$ cat src/hw/pulse_timer_pkg.sv
/*
  Constants and types shared by the phase counter and the request logic of the pulse timer unit.
  Assumes a single 50 MHz system clock.
*/
package pulse_timer_pkg;

  localparam int CNT_W = 16;
  localparam int ADDR_W = 4;
  localparam logic [CNT_W-1:0] CNT_RESET = 16'h0000;
  localparam logic [CNT_W-1:0] CNT_MAX = 16'hffff;

  // Register indices, one 16-bit register per address.
  localparam logic [ADDR_W-1:0] REG_CTRL = 4'h0;
  localparam logic [ADDR_W-1:0] REG_IRQ_EN0 = 4'h1;
  localparam logic [ADDR_W-1:0] REG_IRQ_EN1 = 4'h2;
  localparam logic [ADDR_W-1:0] REG_IRQ_EN2 = 4'h3;
  localparam logic [ADDR_W-1:0] REG_STATUS0 = 4'h4;
  localparam logic [ADDR_W-1:0] REG_STATUS1 = 4'h5;
  localparam logic [ADDR_W-1:0] REG_STATUS2 = 4'h6;
  localparam logic [ADDR_W-1:0] REG_COUNT1 = 4'h7;
  localparam logic [ADDR_W-1:0] REG_COUNT2 = 4'h8;

  // Status and enable field positions (same in both register kinds).
  localparam int BIT_MATCH_A = 0;
  localparam int BIT_MATCH_B = 1;
  localparam int BIT_MATCH_C = 2;
  localparam int BIT_MATCH_D = 3;
  localparam int BIT_OVF = 4;
  localparam int BIT_UNF = 5;
  localparam int BIT_TRIG = 7;
  localparam int STAT_W = 6;

  // Control register: mode of channel 1 in bits 1:0, channel 2 in bits 3:2.
  localparam int CTRL_CH1_POS = 0;
  localparam int CTRL_CH2_POS = 2;

  typedef enum logic [1:0] {
    MODE_OFF,
    MODE_PHASE2,
    MODE_PHASE3,
    MODE_PHASE4
  } phase_mode_e;

endpackage : pulse_timer_pkg

$ cat src/hw/phase_decoder.sv
/*
  Phase decoder: synchronises two phase inputs and turns them into one up or down step per clock.
  Assumes inputs asynchronous to clk_sys_i, pulses at least a few clock cycles wide.
*/
`timescale 1ns/100ps
module phase_decoder
  import pulse_timer_pkg::*;
(
  input wire logic clk_sys_i,
  input wire logic rst_i,
  input wire logic [1:0] mode_i,
  input wire logic phase_a_i,
  input wire logic phase_b_i,
  output logic step_up_o,
  output logic step_down_o
);

  logic [1:0] sync_a;
  logic [1:0] sync_b;
  logic last_a;
  logic last_b;
  logic a_rise;
  logic a_fall;
  logic b_rise;
  logic b_fall;
  logic a_lvl;
  logic b_lvl;

  always_ff @(posedge clk_sys_i or posedge rst_i) begin
    if (rst_i) begin
      sync_a <= 2'h0;
      sync_b <= 2'h0;
      last_a <= 1'b0;
      last_b <= 1'b0;
    end else begin
      sync_a <= {sync_a[0], phase_a_i};
      sync_b <= {sync_b[0], phase_b_i};
      last_a <= sync_a[1];
      last_b <= sync_b[1];
    end
  end

  assign a_lvl = sync_a[1];
  assign b_lvl = sync_b[1];
  assign a_rise = a_lvl & ~last_a;
  assign a_fall = ~a_lvl & last_a;
  assign b_rise = b_lvl & ~last_b;
  assign b_fall = ~b_lvl & last_b;

  // Levels are the current samples, so simultaneous edges resolve to at most one step (none in mode 3 when A and B fall together).
  always_comb begin
    step_up_o = 1'b0;
    step_down_o = 1'b0;
    unique case (phase_mode_e'(mode_i))
      MODE_OFF: begin
      end
      MODE_PHASE2: begin
        step_up_o = a_fall & b_lvl;
        step_down_o = a_fall & ~b_lvl;
      end
      MODE_PHASE3: begin
        step_up_o = a_fall & b_lvl & ~b_fall;
        step_down_o = b_fall & a_lvl & ~a_fall;
      end
      MODE_PHASE4: begin
        step_up_o = (b_rise & a_lvl) | (b_fall & ~a_lvl);
        step_down_o = (b_fall & a_lvl) | (b_rise & ~a_lvl);
      end
    endcase
  end

endmodule : phase_decoder

$ cat src/hw/quadrature_count_and_irq.sv
/*
  Phase counters of channels 1 and 2 and the request logic of all three channels.
  Assumes a register port with one-cycle strobes and read data in the next cycle; match events
  of each compare register arrive as one-cycle pulses from the compare logic outside.
*/
// Strobed register access and the address map were chosen for this implementation.
// Function
// - Mode 2: A falling edge, direction from B.
// - Mode 3: up on A fall, down on B fall.
// - Mode 4: count on B edges, direction from A.
// - Three source classes, each flag and enable.
// - Event sets flag; request needs enable too.
// - Request drops when its flag or its enable clears.
// - Fixed priority inside channel, channel 0 first.
// - Eight capture or match requests.
// - One overflow request per channel.
// - Underflow requests on channels 1 and 2 only.
// - Only match requests activate transfer controller.
// - Flag A with trigger enable starts conversion.
// - Three conversion starts, one per channel.
// - Phase counting on channels 1, 2 pins.
// - Up wrap sets overflow, down wrap underflow.
// - Flag clears by read as 1, write 0.
// - Transfer activation clears its flag automatically.
`timescale 1ns/100ps
module quadrature_count_and_irq
  import pulse_timer_pkg::*;
#(
  parameter int NUM_CH = 3
) (
  input wire logic clk_sys_i,
  input wire logic rst_i,
  input wire logic [ADDR_W-1:0] addr_i,
  input wire logic [15:0] wdata_i,
  input wire logic wr_i,
  input wire logic rd_i,
  output logic [15:0] rdata_o,
  input wire logic ext_clock_pin_1_i,
  input wire logic ext_clock_pin_2_i,
  input wire logic ext_clock_pin_3_i,
  input wire logic ext_clock_pin_4_i,
  input wire logic [3:0] ch0_match_i,
  input wire logic [1:0] ch1_match_i,
  input wire logic [1:0] ch2_match_i,
  input wire logic [7:0] dtc_enable_i,
  input wire logic [7:0] dtc_ack_i,
  input wire logic [3:0] ch0_ovf_i,
  output logic [12:0] irq_req_o,
  output logic [7:0] dtc_req_o,
  output logic [2:0] adc_start_o
);

  ////////////////////////////////////////////////////////////////////////////////////////////////
  // Registers and flags.

  logic [3:0] ctrl;
  logic [7:0] enable [NUM_CH];
  logic [STAT_W-1:0] status [NUM_CH];
  logic [STAT_W-1:0] seen_one [NUM_CH];
  logic [CNT_W-1:0] count [1:2];
  logic [STAT_W-1:0] set_ev [NUM_CH];
  logic [STAT_W-1:0] valid_src [NUM_CH];
  logic [STAT_W-1:0] dtc_clr [NUM_CH];
  logic [1:0] up;
  logic [1:0] down;

  // Channel 0 counter overflow comes from outside; this block counts only channels 1 and 2.
  assign valid_src[0] = 6'h1f;
  assign valid_src[1] = 6'h33;
  assign valid_src[2] = 6'h33;

  function automatic logic [ADDR_W-1:0] status_addr(input int ch);
    status_addr = REG_STATUS0 + ADDR_W'(ch);
  endfunction : status_addr

  function automatic logic [ADDR_W-1:0] enable_addr(input int ch);
    enable_addr = REG_IRQ_EN0 + ADDR_W'(ch);
  endfunction : enable_addr

  ////////////////////////////////////////////////////////////////////////////////////////////////
  // Phase counting on channels 1 and 2.

  phase_decoder u_dec1 (
    .clk_sys_i(clk_sys_i),
    .rst_i(rst_i),
    .mode_i(ctrl[CTRL_CH1_POS +: 2]),
    .phase_a_i(ext_clock_pin_1_i),
    .phase_b_i(ext_clock_pin_2_i),
    .step_up_o(up[0]),
    .step_down_o(down[0])
  );

  phase_decoder u_dec2 (
    .clk_sys_i(clk_sys_i),
    .rst_i(rst_i),
    .mode_i(ctrl[CTRL_CH2_POS +: 2]),
    .phase_a_i(ext_clock_pin_3_i),
    .phase_b_i(ext_clock_pin_4_i),
    .step_up_o(up[1]),
    .step_down_o(down[1])
  );

  always_ff @(posedge clk_sys_i or posedge rst_i) begin
    if (rst_i) begin
      count[1] <= CNT_RESET;
      count[2] <= CNT_RESET;
    end else begin
      for (int c = 1; c <= 2; c++) begin
        if (up[c-1]) begin
          count[c] <= count[c] + 16'h0001;
        end else if (down[c-1]) begin
          count[c] <= count[c] - 16'h0001;
        end
      end
    end
  end

  property p_count_up;
    @(posedge clk_sys_i) disable iff (rst_i)
    up[0] |=> count[1] == $past(count[1]) + 16'h0001;
  endproperty
  a_count_up: assert property (p_count_up) else $error("channel 1 up step lost");
  property p_count_down;
    @(posedge clk_sys_i) disable iff (rst_i)
    down[1] |=> count[2] == $past(count[2]) - 16'h0001;
  endproperty
  a_count_down: assert property (p_count_down) else $error("channel 2 down step lost");
  property p_count_hold;
    @(posedge clk_sys_i) disable iff (rst_i)
    (!up[0] && !down[0]) |=> count[1] == $past(count[1]);
  endproperty
  a_count_hold: assert property (p_count_hold) else $error("channel 1 moved without a step");
  property p_mode_off;
    @(posedge clk_sys_i) disable iff (rst_i)
    phase_mode_e'(ctrl[CTRL_CH2_POS +: 2]) == MODE_OFF |-> !up[1] && !down[1];
  endproperty
  a_mode_off: assert property (p_mode_off) else $error("channel 2 stepped while off");

  // Event vectors: bit layout A, B, C, D, overflow, underflow.
  always_comb begin
    set_ev[0] = {1'b0, ch0_ovf_i[0], ch0_match_i};
    for (int c = 1; c <= 2; c++) begin
      set_ev[c] = '0;
      set_ev[c][BIT_OVF] = up[c-1] && (count[c] == CNT_MAX);
      set_ev[c][BIT_UNF] = down[c-1] && (count[c] == CNT_RESET);
    end
    set_ev[1][1:0] = ch1_match_i;
    set_ev[2][1:0] = ch2_match_i;
  end

  // Transfer controller clears the flag of the match source it serviced.
  always_comb begin
    dtc_clr[0] = {2'b00, dtc_ack_i[3:0]};
    dtc_clr[1] = {4'h0, dtc_ack_i[5:4]};
    dtc_clr[2] = {4'h0, dtc_ack_i[7:6]};
  end

  ////////////////////////////////////////////////////////////////////////////////////////////////
  // Register port.

  always_ff @(posedge clk_sys_i or posedge rst_i) begin
    if (rst_i) begin
      ctrl <= 4'h0;
      for (int c = 0; c < NUM_CH; c++) begin
        enable[c] <= 8'h00;
      end
    end else if (wr_i) begin
      if (addr_i == REG_CTRL) begin
        ctrl <= wdata_i[3:0];
      end
      for (int c = 0; c < NUM_CH; c++) begin
        if (addr_i == enable_addr(c)) begin
          enable[c] <= wdata_i[7:0] & {1'b1, 1'b0, valid_src[c]};
        end
      end
    end
  end

  // Flags: event wins over clear; a write clear needs a prior read that saw the flag at 1.
  always_ff @(posedge clk_sys_i or posedge rst_i) begin
    if (rst_i) begin
      for (int c = 0; c < NUM_CH; c++) begin
        status[c] <= '0;
        seen_one[c] <= '0;
      end
    end else begin
      for (int c = 0; c < NUM_CH; c++) begin
        logic [STAT_W-1:0] clr;
        clr = dtc_clr[c];
        if (wr_i && addr_i == status_addr(c)) begin
          clr = clr | (seen_one[c] & ~wdata_i[STAT_W-1:0]);
          seen_one[c] <= '0;
        end else if (rd_i && addr_i == status_addr(c)) begin
          seen_one[c] <= status[c];
        end
        status[c] <= ((status[c] & ~clr) | set_ev[c]) & valid_src[c];
      end
    end
  end

  property p_seen_cleared;
    @(posedge clk_sys_i) disable iff (rst_i)
    (wr_i && addr_i == REG_STATUS1) |=> seen_one[1] == '0;
  endproperty
  a_seen_cleared: assert property (p_seen_cleared) else $error("read permission outlived a write");

  always_ff @(posedge clk_sys_i or posedge rst_i) begin
    if (rst_i) begin
      rdata_o <= 16'h0000;
    end else if (rd_i) begin
      unique case (addr_i)
        REG_CTRL: rdata_o <= {12'h000, ctrl};
        REG_IRQ_EN0: rdata_o <= {8'h00, enable[0]};
        REG_IRQ_EN1: rdata_o <= {8'h00, enable[1]};
        REG_IRQ_EN2: rdata_o <= {8'h00, enable[2]};
        REG_STATUS0: rdata_o <= {10'h000, status[0]};
        REG_STATUS1: rdata_o <= {10'h000, status[1]};
        REG_STATUS2: rdata_o <= {10'h000, status[2]};
        REG_COUNT1: rdata_o <= count[1];
        REG_COUNT2: rdata_o <= count[2];
        default: rdata_o <= 16'h0000;
      endcase
    end else begin
      rdata_o <= 16'h0000;
    end
  end

  ////////////////////////////////////////////////////////////////////////////////////////////////
  // Requests. Bit order of irq_req_o is the fixed priority order, bit 0 highest.

  logic [STAT_W-1:0] act [NUM_CH];
  logic [2:0] flag_a_d;

  always_comb begin
    for (int c = 0; c < NUM_CH; c++) begin
      act[c] = status[c] & enable[c][STAT_W-1:0];
    end
  end

  always_ff @(posedge clk_sys_i or posedge rst_i) begin
    if (rst_i) begin
      irq_req_o <= 13'h0000;
      dtc_req_o <= 8'h00;
    end else begin
      irq_req_o <= {act[2][BIT_UNF], act[2][BIT_OVF], act[2][1:0],
                    act[1][BIT_UNF], act[1][BIT_OVF], act[1][1:0],
                    act[0][BIT_OVF], act[0][3:0]};
      // Match requests only; the routing mask picks those that go to the transfer controller.
      dtc_req_o <= {act[2][1:0], act[1][1:0], act[0][3:0]} & dtc_enable_i;
    end
  end

  property p_unf_req;
    @(posedge clk_sys_i) disable iff (rst_i)
    (status[2][BIT_UNF] && enable[2][BIT_UNF]) |=> irq_req_o[12];
  endproperty
  a_unf_req: assert property (p_unf_req) else $error("channel 2 underflow request missing");
  property p_irq_ovf0;
    @(posedge clk_sys_i) disable iff (rst_i)
    (status[0][BIT_OVF] && enable[0][BIT_OVF]) |=> irq_req_o[4];
  endproperty
  a_irq_ovf0: assert property (p_irq_ovf0) else $error("channel 0 overflow request missing");
  property p_dtc_gate;
    @(posedge clk_sys_i) disable iff (rst_i)
    !dtc_enable_i[0] |=> !dtc_req_o[0];
  endproperty
  a_dtc_gate: assert property (p_dtc_gate) else $error("transfer request not routed");
  property p_dtc_src;
    @(posedge clk_sys_i) disable iff (rst_i)
    dtc_req_o[0] |-> $past(status[0][BIT_MATCH_A]);
  endproperty
  a_dtc_src: assert property (p_dtc_src) else $error("transfer request without match flag");

  // A start pulse on the rising of flag A while the trigger enable is set.
  always_ff @(posedge clk_sys_i or posedge rst_i) begin
    if (rst_i) begin
      flag_a_d <= 3'h0;
      adc_start_o <= 3'h0;
    end else begin
      for (int c = 0; c < NUM_CH; c++) begin
        flag_a_d[c] <= status[c][BIT_MATCH_A];
        adc_start_o[c] <= status[c][BIT_MATCH_A] & ~flag_a_d[c] & enable[c][BIT_TRIG];
      end
    end
  end

  property p_adc_pulse;
    @(posedge clk_sys_i) disable iff (rst_i)
    adc_start_o[0] |=> !adc_start_o[0];
  endproperty
  a_adc_pulse: assert property (p_adc_pulse) else $error("start request longer than one cycle");

  ////////////////////////////////////////////////////////////////////////////////////////////////
  // Checks.

  property p_ovf_flag;
    @(posedge clk_sys_i) disable iff (rst_i)
    (up[0] && count[1] == CNT_MAX) |=> status[1][BIT_OVF] && count[1] == CNT_RESET;
  endproperty
  a_ovf_flag: assert property (p_ovf_flag) else $error("overflow flag not set on up wrap");
  property p_unf_flag;
    @(posedge clk_sys_i) disable iff (rst_i)
    (down[1] && count[2] == CNT_RESET) |=> status[2][BIT_UNF] && count[2] == CNT_MAX;
  endproperty
  a_unf_flag: assert property (p_unf_flag) else $error("underflow flag not set on down wrap");
  property p_irq_follows;
    @(posedge clk_sys_i) disable iff (rst_i)
    1 |=> irq_req_o[0] == $past(status[0][0] & enable[0][0]);
  endproperty
  a_irq_follows: assert property (p_irq_follows) else $error("request not flag and enable");
  property p_held;
    @(posedge clk_sys_i) disable iff (rst_i)
    (status[1][BIT_OVF] && enable[1][BIT_OVF]) |=> irq_req_o[7];
  endproperty
  a_held: assert property (p_held) else $error("request dropped while flag set");
  property p_no_ch0_unf;
    @(posedge clk_sys_i) disable iff (rst_i) !status[0][BIT_UNF];
  endproperty
  a_no_ch0_unf: assert property (p_no_ch0_unf) else $error("channel 0 underflow flag set");
  property p_clear_needs_read;
    @(posedge clk_sys_i) disable iff (rst_i)
    (status[0][0] && !seen_one[0][0] && dtc_ack_i[0] == 1'b0 && !ch0_match_i[0]) |=> status[0][0];
  endproperty
  a_clear_needs_read: assert property (p_clear_needs_read) else $error("flag cleared without read");
  property p_one_step;
    @(posedge clk_sys_i) disable iff (rst_i) !(up[0] && down[0]) && !(up[1] && down[1]);
  endproperty
  a_one_step: assert property (p_one_step) else $error("two steps in one cycle");
  property p_adc;
    @(posedge clk_sys_i) disable iff (rst_i)
    adc_start_o[1] |-> $past(status[1][BIT_MATCH_A]) && $past(enable[1][BIT_TRIG]);
  endproperty
  a_adc: assert property (p_adc) else $error("start without flag A and enable");
  property p_dtc_clear;
    @(posedge clk_sys_i) disable iff (rst_i) (dtc_ack_i[4] && !ch1_match_i[0]) |=> !status[1][0];
  endproperty
  a_dtc_clear: assert property (p_dtc_clear) else $error("transfer did not clear flag");

  c_wrap_up: cover property (@(posedge clk_sys_i) up[0] && count[1] == CNT_MAX);
  c_wrap_down: cover property (@(posedge clk_sys_i) down[1] && count[2] == CNT_RESET);
  c_adc: cover property (@(posedge clk_sys_i) adc_start_o != 3'h0);
  c_dtc_ack: cover property (@(posedge clk_sys_i) dtc_ack_i != 8'h00);
  c_sw_clear: cover property (@(posedge clk_sys_i) wr_i && addr_i == REG_STATUS0 && seen_one[0] != '0);

endmodule : quadrature_count_and_irq

$ cat config.mk
export PLATFORM = sky130hd
export DESIGN_NAME = quadrature_count_and_irq
export DESIGN_NICKNAME = d
export VERILOG_FILES = /design/src/hw/pulse_timer_pkg.sv /design/src/hw/phase_decoder.sv /design/src/hw/quadrature_count_and_irq.sv
export SDC_FILE = /design/constraint.sdc
export NUM_CORES = 1
export LEC_CHECK = 0
export BUFFER_PORTS_ARGS = -buffer_cell sky130_fd_sc_hd__clkbuf_2
export CORE_ASPECT_RATIO = 2
export CORE_MARGIN = 5
export CORE_UTILIZATION = 55
export CTS_BUF_LIST = sky130_fd_sc_hd__clkbuf_4 sky130_fd_sc_hd__clkbuf_8 sky130_fd_sc_hd__clkbuf_16
export CTS_CLUSTER_SIZE = 16
export DETAILED_ROUTE_END_ITERATION = 10
export GPL_TIMING_DRIVEN = 0
export PLACE_DENSITY = 0.82
export SYNTH_ARGS = -nofsm -noshare
export SYNTH_HDL_FRONTEND = slang
export SYNTH_SLANG_ARGS = --single-unit
$ cat constraint.sdc
create_clock -name clk_sys_i -period 11.35 [get_ports clk_sys_i]
set_clock_uncertainty 0.05 [all_clocks]
set_input_delay 0.5675 -clock clk_sys_i [delete_from_list [all_inputs] [get_ports clk_sys_i]]
set_output_delay 0.5675 -clock clk_sys_i [all_outputs]
set_load 0.05 [all_outputs]
==> results of run 1 <==
worst reg2reg max path, cell delays in order, from the launching register on:
cell and delay [ns]:
dfrtp_1 0.46, nand3b_1 0.12, o21ai_0 0.08, a22o_1 0.25, a21oi_2 0.69, inv_1 0.20, fa_1 0.46, nor2b_1 0.18
o31a_1 0.21, o31a_1 0.21, a21oi_1 0.13, o31a_1 0.32, xnor2_1 0.13, mux2_2 0.27
registers in the layout, indices dropped and copies added, names as in the netlist, 3 cells and up:
name / cells
seen_one: 13
adc_start_o: 3
count: 32
ctrl: 4
flag_a_d: 3
enable: 16
dtc_req_o: 8
status: 13
rdata_o: 16
irq_req_o: 13
cell usage in the layout (no fill, tap or decap), types with 4 or more instances in the layout:
master / count
nand3b_1: 14
nor2_1: 55
clkbuf_2: 81
dfrtp_1: 133
a21oi_1: 46
nand4_1: 16
ha_1: 30
inv_1: 24
mux2_2: 25
and3_1: 12
bufinv_16: 6
xor2_1: 11
a22oi_1: 14
a31o_2: 7
a221oi_1: 4
a22o_1: 7
inv_6: 6
xnor2_1: 14
o21ai_0: 22
and2_1: 18
a31oi_1: 18
nor4_1: 11
clkbuf_16: 17
nor2b_1: 23
mux2i_1: 6
nand2_1: 47
o21ai_1: 12
o21a_1: 6
nand3_1: 10
mux2_1: 4
a21o_1: 12
clkbuf_1: 17
per-layer routing:
metal	vias up	global-route usage	share of wire
met3	77	0.0511	0.054
met4	0	0.186	0.073
li1	2621	-	-
met5	-	0	0
met2	268	0.473	0.54
met1	2833	0.269	0.34
final cells by class:
| type | instances | area [um^2] | share of cell area |
|---|---|---|---|
| sequential | 133 | 3330 | 0.409 |
| multi-input combinational | 487 | 3330 | 0.409 |
| clock buffer | 18 | 433 | 0.0532 |
| timing repair buffer | 82 | 433 | 0.0532 |
| clock inverter | 14 | 246 | 0.0303 |
| tap | 147 | 184 | 0.0226 |
| inverter | 25 | 98.8 | 0.0121 |
| buffer | 20 | 83.8 | 0.0103 |
| antenna | 1 | 2.50 | 0.000308 |
power by group through the flow:
stage | clock network [mW] | logic, mW | registers [mW]
CTS | 0.643 | 0.777 | 0.709
global placement | 0 | 0.722 | 0.709
detailed placement | 0 | 0.763 | 0.716
global route | 0.660 | 0.865 | 0.723
floorplan | 0 | 0.568 | 0.708
finish | 0.638 | 0.783 | 0.715
cell families after synthesis:
family,share of synthesized area
and+or+nand+nor,0.164
AOI/OAI and AO/OA,0.170
DFF,0.487
buffers and inverters,0.0260
muxes,0.0599
adders and majority gates,0.0608
xor gates and xnor gates,0.0320
synth_stat cells (3+ instances only):
cell type,count,area (um^2)
dfrtp_1,133,3330
nor2_1,55,206
nand2_1,47,176
a21oi_1,46,230
ha_1,30,375
inv_1,25,93.8
mux2_2,25,282
nor2b_1,23,144
o21ai_0,22,110
a31oi_1,18,113
and2_1,18,113
clkbuf_1,17,63.8
nand4_1,16,100
a22oi_1,14,105
nand3b_1,14,105
xnor2_1,14,123
a21o_1,12,90.1
and3_1,12,75.1
o21ai_1,12,60.1
nor4_1,11,68.8
xor2_1,11,96.3
nand3_1,10,50.1
a22o_1,7,61.3
a31o_2,7,61.3
mux2i_1,6,60.1
o21a_1,6,45.0
a221oi_1,4,35.0
mux2_1,4,45.0
nor3_1,3,15.0
nor3b_1,3,22.5
o211ai_1,3,22.5
o31a_1,3,26.3
worst max-delay path by stage:
| stage | end |
|---|---|
| after floorplan | adc_start_o[0] |
| after global placement | count[26] |
| after detailed placement | count[14] |
| after CTS | count[14] |
| after global routing | count[14] |
| final | count[14] |
==> reports/qor.yml, run 1 <==
antenna_found_initial: 0
detail_route.wl_per_cell_um: 20.7
p_comb_frac: 0.367
power_leakage_nw: 3.73
outcome: "completed"
ctsResizeCount: 0
cts_tree: "done"
r2r_cells: 13
drt_iter0_drc: 433
crit_path_top_delay_cell: "a21oi_2"
crit_path_end_kind: "register"
p_per_area_mw_per_mm2: 263
synth-seq-area-share: 0.487
die-area_mm2: 0.0149
grt.overflow.total: 0
drc_errors: 0
crit_chain: "nand3b_1 -> o21ai_0 -> a22o_1 -> a21oi_2 -> inv_1 -> fa_1 -> nor2b_1 -> o31a_1 -> o31a_1 -> a21oi_1 -> o31a_1 -> xnor2_1 -> mux2_2"
grt_pass1_wl_um: 30500
period_share: 0.341
place_congestion: 1.00
initial_core_util: 0.560
cell_internal_pwr_mw: 1.32
cpPeakStageDelay_ns: 0.69
post-route-util: 0.667
rrSetupSlack_ns: 7.48
postRouteAntennaNets: 0
cp_data_arrival_time_ns: 4.12
cts_buffers: 17
tns_ns: 0
clkTransAtPathRegs_ns: 0.06
fillCellCount: 909
post_cts_buffers: 0
wl_um: 19100
swShare: 0.381
hold_viol_final: 0
cp_num_buf_inv: 1
cp.required_ns: 11.60
preCtsSetupSlack_ns: 7.50
die_y_um: 168
worst_slack_ns: 7.48
drive_gt1_frac: 0.199
grt_max_degree: 105
avgSynthCellArea_um2: 10.3
grt.total_usage: 0.268
yosysWarnings: 0
ios: 96
cts.htree.levels: 4
clkPwrFrac: 0.298
timing.fmax_ghz: 0.258
vias: 5799
cp_max_fo: 18
ys_ff_latch: 133
path_depth: 13
crit_family: "compound AO/OA/AOI/OAI gates"
worst-setup-path-type: "register to register"
ir_drop_uv: 189
async_reset_ff_frac: 1.00
dp_hpwl_um: 14000
cts_root_buffer: "clkbuf_16"
drv_cap: 0
grt_pass1_vias: 6055
clock_latency_ns: 0.42
r2r_end: "count[14]"
core_area_mm2: 0.0122
rr_startpoint: "ctrl[2]"
worst_pin_slew_ns: 0.912
rows: 57
syn-num-nets: 753
finalNonFillerCells: 927
die_x_um: 88.8
place_area_mm2: 0.00746
dr.pass1.iters: 6
period_minus_slack_ns: 3.87
slew_headroom: 0.392
whs_ns: 0.0593
postCtsHoldBufs: 0
areaGrowthSynthToFinish_pct: 19.1
power_mw: 2.14
synth_top_flop_cell: "dfrtp_1"
cts.path.max_buffers: 2
viasPerCell: 6.26
synth-edff-count: 0
start_kind: "register"
cp_common_cell: "o31a_1"
ys_types: 59
io_buffers: 81
place_inst: 894
setup_violations: 0
postLayoutCellArea_mm2: 0.00814
crit_path_start: "ctrl[2]"
p_seq_frac: 0.335
switchingPower_mw: 0.814
hold_path.class: "input port to async pin"
syn_inst: 665
drv_slew: 0
fin_nets: 854
syn_area_mm2: 0.00683
rsz0062_at_grt: "false"
cts.sinks: 133
No activity file was read; power rests on OpenSTA's default activity.
==> inputs of run 2 (changes only) <==
--- a/config.mk
+++ b/config.mk
@@ -8,12 +8,12 @@
 export BUFFER_PORTS_ARGS = -buffer_cell sky130_fd_sc_hd__clkbuf_2
 export CORE_ASPECT_RATIO = 2
 export CORE_MARGIN = 5
-export CORE_UTILIZATION = 55
+export CORE_UTILIZATION = 52
 export CTS_BUF_LIST = sky130_fd_sc_hd__clkbuf_4 sky130_fd_sc_hd__clkbuf_8 sky130_fd_sc_hd__clkbuf_16
 export CTS_CLUSTER_SIZE = 16
 export DETAILED_ROUTE_END_ITERATION = 10
 export GPL_TIMING_DRIVEN = 0
-export PLACE_DENSITY = 0.82
+export PLACE_DENSITY = 0.81
 export SYNTH_ARGS = -nofsm -noshare
 export SYNTH_HDL_FRONTEND = slang
 export SYNTH_SLANG_ARGS = --single-unit
==> constraint.sdc (replaced) <==
create_clock -name clk_sys_i -period 3.5 [get_ports clk_sys_i]
set_clock_uncertainty 0.05 [all_clocks]
set_input_delay 0.175 -clock clk_sys_i [delete_from_list [all_inputs] [get_ports clk_sys_i]]
set_output_delay 0.175 -clock clk_sys_i [all_outputs]
set_load 0.05 [all_outputs]
==> run 2 against run 1 <==
  * Sequential power grew to 3.3 times the previous value
  * Setup slack worse by 7.4 ns
  * Clock power rose to 2.7 times the previous value
  * Critical endpoint is now count[31]
  * Highest routed layer unchanged
==> reports/qor.yml, run 2 (same netlist as run 1, synthesis figures left out) <==
use_met2: 0.486  # +0.0127
cts_tree: "done"
drv_slew: 0  # unchanged
mostFrequentLayoutCells: "128 x dfrtp_1, 81 x clkbuf_2, 55 x nor2_1, 47 x nand2_1, 45 x a21oi_1"
die-area_mm2: 0.0157  # +5.3%
cts.path.max_buffers: 2  # unchanged
power_mw: 6.68  # +210%
cts.sinks: 133  # unchanged
start_kind: "register"
finalNonFillerCells: 980  # +5.7%
detail_route.wl_per_cell_um: 20.1  # -2.8%
ir_drop_uv: 501  # +160%
cp_data_arrival_time_ns: 3.70  # -0.42 ns
crit_path_start: "u_dec1.sync_a[1]"
drc_errors: 0  # unchanged
p_seq_frac: 0.348  # +0.013
setup_violations: 0  # unchanged
dr.pass1.iters: 6  # unchanged
cts.htree.levels: 4  # unchanged
antenna_cells: 0  # -1
ios: 96  # unchanged
antenna_found_initial: 0  # unchanged
p_comb_frac: 0.393  # +0.026
initial_core_util: 0.526  # -0.0344
cp_num_buf_inv: 2  # +1
place_congestion: 0.966  # -3.8%
tns_ns: 0  # unchanged
grt_max_degree: 44  # -58%
die_x_um: 91.1  # +2.5%
hold_viol_final: 0  # unchanged
outcome: "completed"
use_met3: 0.0461  # -0.00498
cell_internal_pwr_mw: 4.05  # +210%
drive_gt1_frac: 0.217  # +0.0184
clkTransAtPathRegs_ns: 0.06  # about the same
crit_path_top_delay_cell: "dfrtp_2"
period_minus_slack_ns: 3.42  # -0.452 ns
wl_um: 19700  # +2.8%
grt.total_usage: 0.262  # -0.00603
min_from: "wr_i"
crit_path_end_kind: "register"
whs_ns: 0.117  # +0.0578 ns
clock_latency_ns: 0.42  # about the same
grt-busiest-layer: "met2"
grt.overflow.total: 0  # unchanged
worst_pin_slew_ns: 0.608  # -0.304 ns
hold_path.class: "input port to register"
cpPeakStageDelay_ns: 0.47  # -0.22 ns
swShare: 0.394  # +0.0130
grt_pass1_wl_um: 32200  # +5.6%
clkPwrFrac: 0.258  # -0.040
power_leakage_nw: 3.88  # +4.1%
io_buffers: 81  # unchanged
areaGrowthSynthToFinish_pct: 25.1
rsz0062_at_grt: "true"
switchingPower_mw: 2.63  # +220%
crit_family: "compound AO/OA/AOI/OAI gates"
rr_startpoint: "u_dec1.sync_a[1]"
cp_max_fo: 8  # -10
crit_chain: "nor4bb_4 -> a32oi_1 -> o21ai_2 -> clkinvlp_4 -> buf_4 -> ha_1 -> o211ai_1 -> o211ai_1 -> a21o_1 -> a2111o_1 -> o22ai_2 -> mux2i_1 -> xnor2_1"
worst-setup-path-type: "register to register"
drt_iter0_drc: 384  # -11%
timing.fmax_ghz: 0.293  # +13%
rows: 59  # +3.5%
grtUsageMet1: 0.261  # -0.00815
slew_headroom: 0.595  # +0.203
core_area_mm2: 0.0130  # +6.5%
fin_nets: 903  # +5.7%
largest_register_ff_count: 32  # unchanged
cts_buffers: 17  # unchanged
postRouteAntennaNets: 0  # unchanged
vias: 5937  # +2.4%
cp_common_cell: "o211ai_1"
layout_commonest_cell: "dfrtp_1"
registers.top_by_ff_count: "count"
drv_cap: 0  # unchanged
grt_pass1_vias: 6402  # +5.7%
largest_registers: "count (32), enable (16), rdata_o (16)"
viasPerCell: 6.06  # -3.2%
dp_hpwl_um: 14200  # +1.2%
cts_root_buffer: "clkbuf_16"
cp.required_ns: 3.78  # -7.82 ns
period_share: 0.977  # +0.636
p_per_area_mw_per_mm2: 781  # +200%
die_y_um: 172  # +2.7%
place_inst: 901  # +0.78%
-- run 2: cell types whose count changed in the layout (fill, tap and decap cells not counted), moves of 2 or more --
cell and delta:
dlygate4sd3_1 +34, buf_4 +13, clkinvlp_4 +6, bufinv_16 -5
dfrtp_1 -5, dfrtp_2 +5, inv_6 -5, buf_12 +3
clkbuf_8 +3, clkinv_2 +2
-- run 2: per-layer routing --
layer	wire length (um)	share of wire	vias to the layer above
met5	0	0	-
met4	1250	0.064	0
met3	865	0.044	89
met2	10800	0.55	229
met1	6740	0.34	2900
li1	-	-	2719
-- run 2: per-stage QoR --
stage          cell area, um^2   util  setup slack, ns
3_5_place_dp              7490  0.577           -0.334
2_1_floorplan             6840      -            0.277
6_report                  8550  0.658           0.0816
5_1_grt                   8550  0.658           -0.112
3_3_place_gp              7430  0.572           -0.193
4_1_cts                   8500  0.654          0.00300
-- run 2: power by group through the flow --
stage | Sequential, mW | Combinational [mW] | Clock (mW)
after CTS | 2.31 | 2.57 | 1.73
after detailed placement | 2.33 | 2.48 | 0
after global placement | 2.30 | 2.35 | 0
final | 2.33 | 2.63 | 1.73
after floorplan | 2.30 | 1.84 | 0
after global routing | 2.36 | 2.91 | 1.81
-- run 2: area by class of cell --
cell class	count	area (um^2)
clock inverter	11	101
timing repair buffer	131	903
buffer	20	83.8
inverter	25	101
multi-input combinational	487	3360
tap	152	190
clock buffer	21	474
sequential	133	3330
fill	978	4440
-- run 2: worst paths after layout --
kind                                         end  slack, ns  cells after the start
worst max-delay path                   count[31]       0.08                     13
worst min-delay path                seen_one[14]       0.12                      2
worst max register to register         count[31]       0.08                     13
worst min register to register  u_dec1.sync_a[1]       0.30                      0
max in group asynchronous         adc_start_o[2]       2.27                      5
min in group asynchronous           dtc_req_o[2]       0.31                      3
-- run 2: what timing repair did --
| action | CTS | global route |
|---|---|---|
| resized for setup | 8 | 4 |
| gates cloned | 0 | 0 |
| hold buffers | 34 | 0 |
| setup endpoints to repair | 9 | 5 |
| setup buffers | 8 | 5 |
| hold endpoints to repair | 56 | 0 |
| pin swaps | 3 | 5 |
==> inputs of run 3 (changes only) <==
--- a/config.mk
+++ b/config.mk
@@ -5,15 +5,17 @@
 export SDC_FILE = /design/constraint.sdc
 export NUM_CORES = 1
 export LEC_CHECK = 0
+export ABC_AREA = 1
 export BUFFER_PORTS_ARGS = -buffer_cell sky130_fd_sc_hd__clkbuf_2
 export CORE_ASPECT_RATIO = 2
 export CORE_MARGIN = 5
-export CORE_UTILIZATION = 52
+export CORE_UTILIZATION = 55
 export CTS_BUF_LIST = sky130_fd_sc_hd__clkbuf_4 sky130_fd_sc_hd__clkbuf_8 sky130_fd_sc_hd__clkbuf_16
+export CTS_CLUSTER_DIAMETER = 150
 export CTS_CLUSTER_SIZE = 16
 export DETAILED_ROUTE_END_ITERATION = 10
 export GPL_TIMING_DRIVEN = 0
-export PLACE_DENSITY = 0.81
+export PLACE_DENSITY = 0.82
 export SYNTH_ARGS = -nofsm -noshare
 export SYNTH_HDL_FRONTEND = slang
 export SYNTH_SLANG_ARGS = --single-unit
==> constraint.sdc (replaced) <==
create_clock -name clk_sys_i -period 4.4 [get_ports clk_sys_i]
set_clock_uncertainty 0.05 [all_clocks]
set_input_delay 0.22 -clock clk_sys_i [delete_from_list [all_inputs] [get_ports clk_sys_i]]
set_output_delay 0.22 -clock clk_sys_i [all_outputs]
set_load 0.05 [all_outputs]
==> run 3 against run 2 <==
  * Total power decreased by 14%
  * Largest power group unchanged
  * Design area increased by 3.3%
  * Via count increased by 13%
  * Critical endpoint is now count[29]
==> reports/qor.yml, run 3 <==
die_x_um: 91.3  # +0.31%
registers.top_by_ff_count: "count"
die_y_um: 173  # +0.33%
worst_pin_slew_ns: 0.604  # -0.00397 ns
ys_types: 44  # -25%
cp_num_buf_inv: 1  # -1
postLayoutCellArea_mm2: 0.00884  # +3.3%
largest_register_ff_count: 32  # unchanged
antenna_found_initial: 0  # unchanged
highest_layer: "met4"
timing.fmax_ghz: 0.357  # +22%
synth-seq-area-share: 0.457  # -0.0297
finalNonFillerCells: 1234  # +26%
drt_iter0_drc: 407  # +6.0%
synth-edff-count: 0  # unchanged
slew_headroom: 0.594  # -0.00107
drv_slew: 0  # unchanged
rows: 59  # unchanged
cp_max_fo: 19  # +11
worst_slack_ns: 1.60  # +1.52 ns
io_buffers: 81  # unchanged
whs_ns: 0.00681  # -0.110 ns
synth_top_family_by_area: "simple AND/OR/NAND/NOR gates"
cts_root_buffer: "clkbuf_16"
synth.top_cells.by_count: "288 x nand2_1, 161 x inv_1, 133 x dfrtp_1"
power_mw: 5.72  # -14%
place_congestion: 0.928  # -3.9%
worst-setup-path-type: "register to register"
cp_common_cell: "nand2_1"
place_area_mm2: 0.00791  # +5.5%
cts.path.max_buffers: 2  # unchanged
avgSynthCellArea_um2: 7.77  # -24%
detail_route.wl_per_cell_um: 16.0  # -20%
grt.total_usage: 0.260  # -0.00172
grt_max_degree: 86  # +95%
die-area_mm2: 0.0158  # +0.63%
core_area_mm2: 0.0130  # unchanged
r2r_end: "count[29]"
rsz0062_at_grt: "false"
syn_inst: 937  # +41%
ys_ff_latch: 133  # unchanged
min_from: "rd_i"
synthAdderAreaFrac: 0.0571  # -0.00371
grt.overflow.total: 0  # unchanged
fin_nets: 1156  # +28%
setup_violations: 0  # unchanged
cts_buffers: 17  # unchanged
cts.htree.levels: 4  # unchanged
grt_pass1_wl_um: 32900  # +2.2%
clkTransAtPathRegs_ns: 0.06  # about the same
crit_family: "simple AND/OR/NAND/NOR gates"
vias: 6697  # +13%
hold_path.class: "input port to register"
p_per_area_mw_per_mm2: 648  # -17%
largest_registers: "count (32), enable (16), rdata_o (16)"
cpPeakStageDelay_ns: 0.55  # +0.08 ns
place_inst: 1171  # +30%
drv_cap: 0  # unchanged
period_minus_slack_ns: 2.80  # -0.619 ns
cts_tree: "done"
ctsResizeCount: 0  # -8
synth_top_area_frac: 0.457  # -0.0297
synth-simple-area-share: 0.279  # +0.115
crit_path_end_kind: "register"
yosysMostFrequentCell: "nand2_1"
cp_data_arrival_time_ns: 3.04  # -0.66 ns
r2r_cells: 12  # -1
start_kind: "register"
tns_ns: 0  # unchanged
hold_path_depth: 3  # +1
layout_commonest_cell: "nand2_1"
wl_um: 19800  # +0.50%
dp_hpwl_um: 14500  # +2.4%
dr_wl_met2_um: 10500  # -2.9%
drive_gt1_frac: 0.141  # -0.0768
period_share: 0.636  # -0.341
hold_viol_final: 0  # unchanged
viasPerCell: 5.43  # -10%
synth_top_flop_cell: "dfrtp_1"
syn-num-nets: 1025  # +36%
cp.required_ns: 4.64  # +0.86 ns
synth_compound_area_frac: 0.0911  # -0.0790
ys_top_cells_by_area: "dfrtp_1 46%, nand2_1 15%, inv_1 8.3%"
grt_pass1_vias: 6916  # +8.0%
ir_drop_uv: 363  # -28%
cts.sinks: 133  # unchanged
crit_chain: "nand2_1 -> inv_2 -> nor3_2 -> nor2_4 -> ha_1 -> or2_2 -> nand3b_1 -> nand2_1 -> nand2_1 -> nand3_1 -> nand3_1 -> nand2_1"
wl_met3_um: 920  # +6.4%
yosysWarnings: 0  # unchanged
rr_startpoint: "ctrl[1]"
outcome: "completed"
postCtsHoldBufs: 30  # -12%
dr.pass1.iters: 7  # +1
power_leakage_nw: 4.80  # +24%
ios: 96  # unchanged
synth_top_area_cell: "dfrtp_1"
areaGrowthSynthToFinish_pct: 21.4
synth.mux.area_fraction: 0  # -0.0599
post-route-util: 0.680  # +0.0220
rrSetupSlack_ns: 1.60  # +1.52 ns
crit_path_top_delay_cell: "dfrtp_1"
wl_met1_um: 6980  # +3.5%
preCtsSetupSlack_ns: 1.67  # +2.01 ns
syn_area_mm2: 0.00728  # +6.5%
drc_errors: 0  # unchanged
initial_core_util: 0.560  # +0.0342
async_reset_ff_frac: 1.00  # unchanged
whs_endpoint: "rdata_o[0]"
synth_xor_area_frac: 0.0168  # -0.0152
fillCellCount: 1040  # +6.3%
clock_latency_ns: 0.42  # about the same
postRouteAntennaNets: 0  # unchanged
post_cts_buffers: 0  # -8
mostFrequentLayoutCells: "288 x nand2_1, 160 x inv_1, 133 x dfrtp_1, 81 x clkbuf_2, 58 x nor2_1"
[run 3: cell types whose count changed after synthesis, sizes merged, moves of 17 or more]
cell   change
a31oi     -17
mux2      -29
nor2b     -23
nand2    +243
a21oi     -20
inv      +142
o22ai     +22
nand3     +45
[run 3: worst min-delay path: stages]
cell	delay [ns]
clkbuf_2	0.11
nand2_1	0.07
inv_1	0.05
[run 3: power by group]
part / switching (mW) / total [mW] / internal [mW]
clock: 0.585 / 1.51 / 0.924
sequential: 0.276 / 1.76 / 1.48
combinational: 1.59 / 2.46 / 0.867
[run 3: kinds of logic (layout without fill, tap and decap cells)]
logic type / Yosys count / after routing
xor gates and xnor gates: 14 / 14
other: 0 / 1
adders and majority gates: 32 / 32
and+or+nand+nor: 466 / 466
buffers and inverters: 179 / 323
DFF: 133 / 133
AOI/OAI and AO/OA: 113 / 113
[run 3: final cells by class]
class | instances | area [um^2] | area share
clock buffer | 18 | 439 | 0.0497
antenna | 1 | 2.50 | 0.000283
timing repair buffer | 112 | 733 | 0.0830
buffer | 11 | 87.6 | 0.00991
clock inverter | 14 | 188 | 0.0212
sequential | 133 | 3330 | 0.377
tap | 152 | 190 | 0.0215
inverter | 168 | 636 | 0.0719
multi-input combinational | 625 | 3230 | 0.366
[run 3: routing by layer]
layer  up-vias  track usage
li1       3257            -
met4         0        0.178
met5         -            0
met3        91       0.0417
met1      3127        0.273
met2       222        0.462
[run 3: worst max-delay path by stage]
stage / startpoint / end / slack (ns) / depth (start not counted)
after floorplan: rst_i / adc_start_o[0] / 0.58 / 1
after global placement: rst_i / u_dec1.sync_b[0] / -0.75 / 2
after detailed placement: ctrl[1] / count[29] / 1.67 / 12
after CTS: ctrl[1] / count[29] / 1.62 / 12
after global routing: ctrl[1] / count[29] / 1.47 / 12
final: ctrl[1] / count[29] / 1.60 / 12
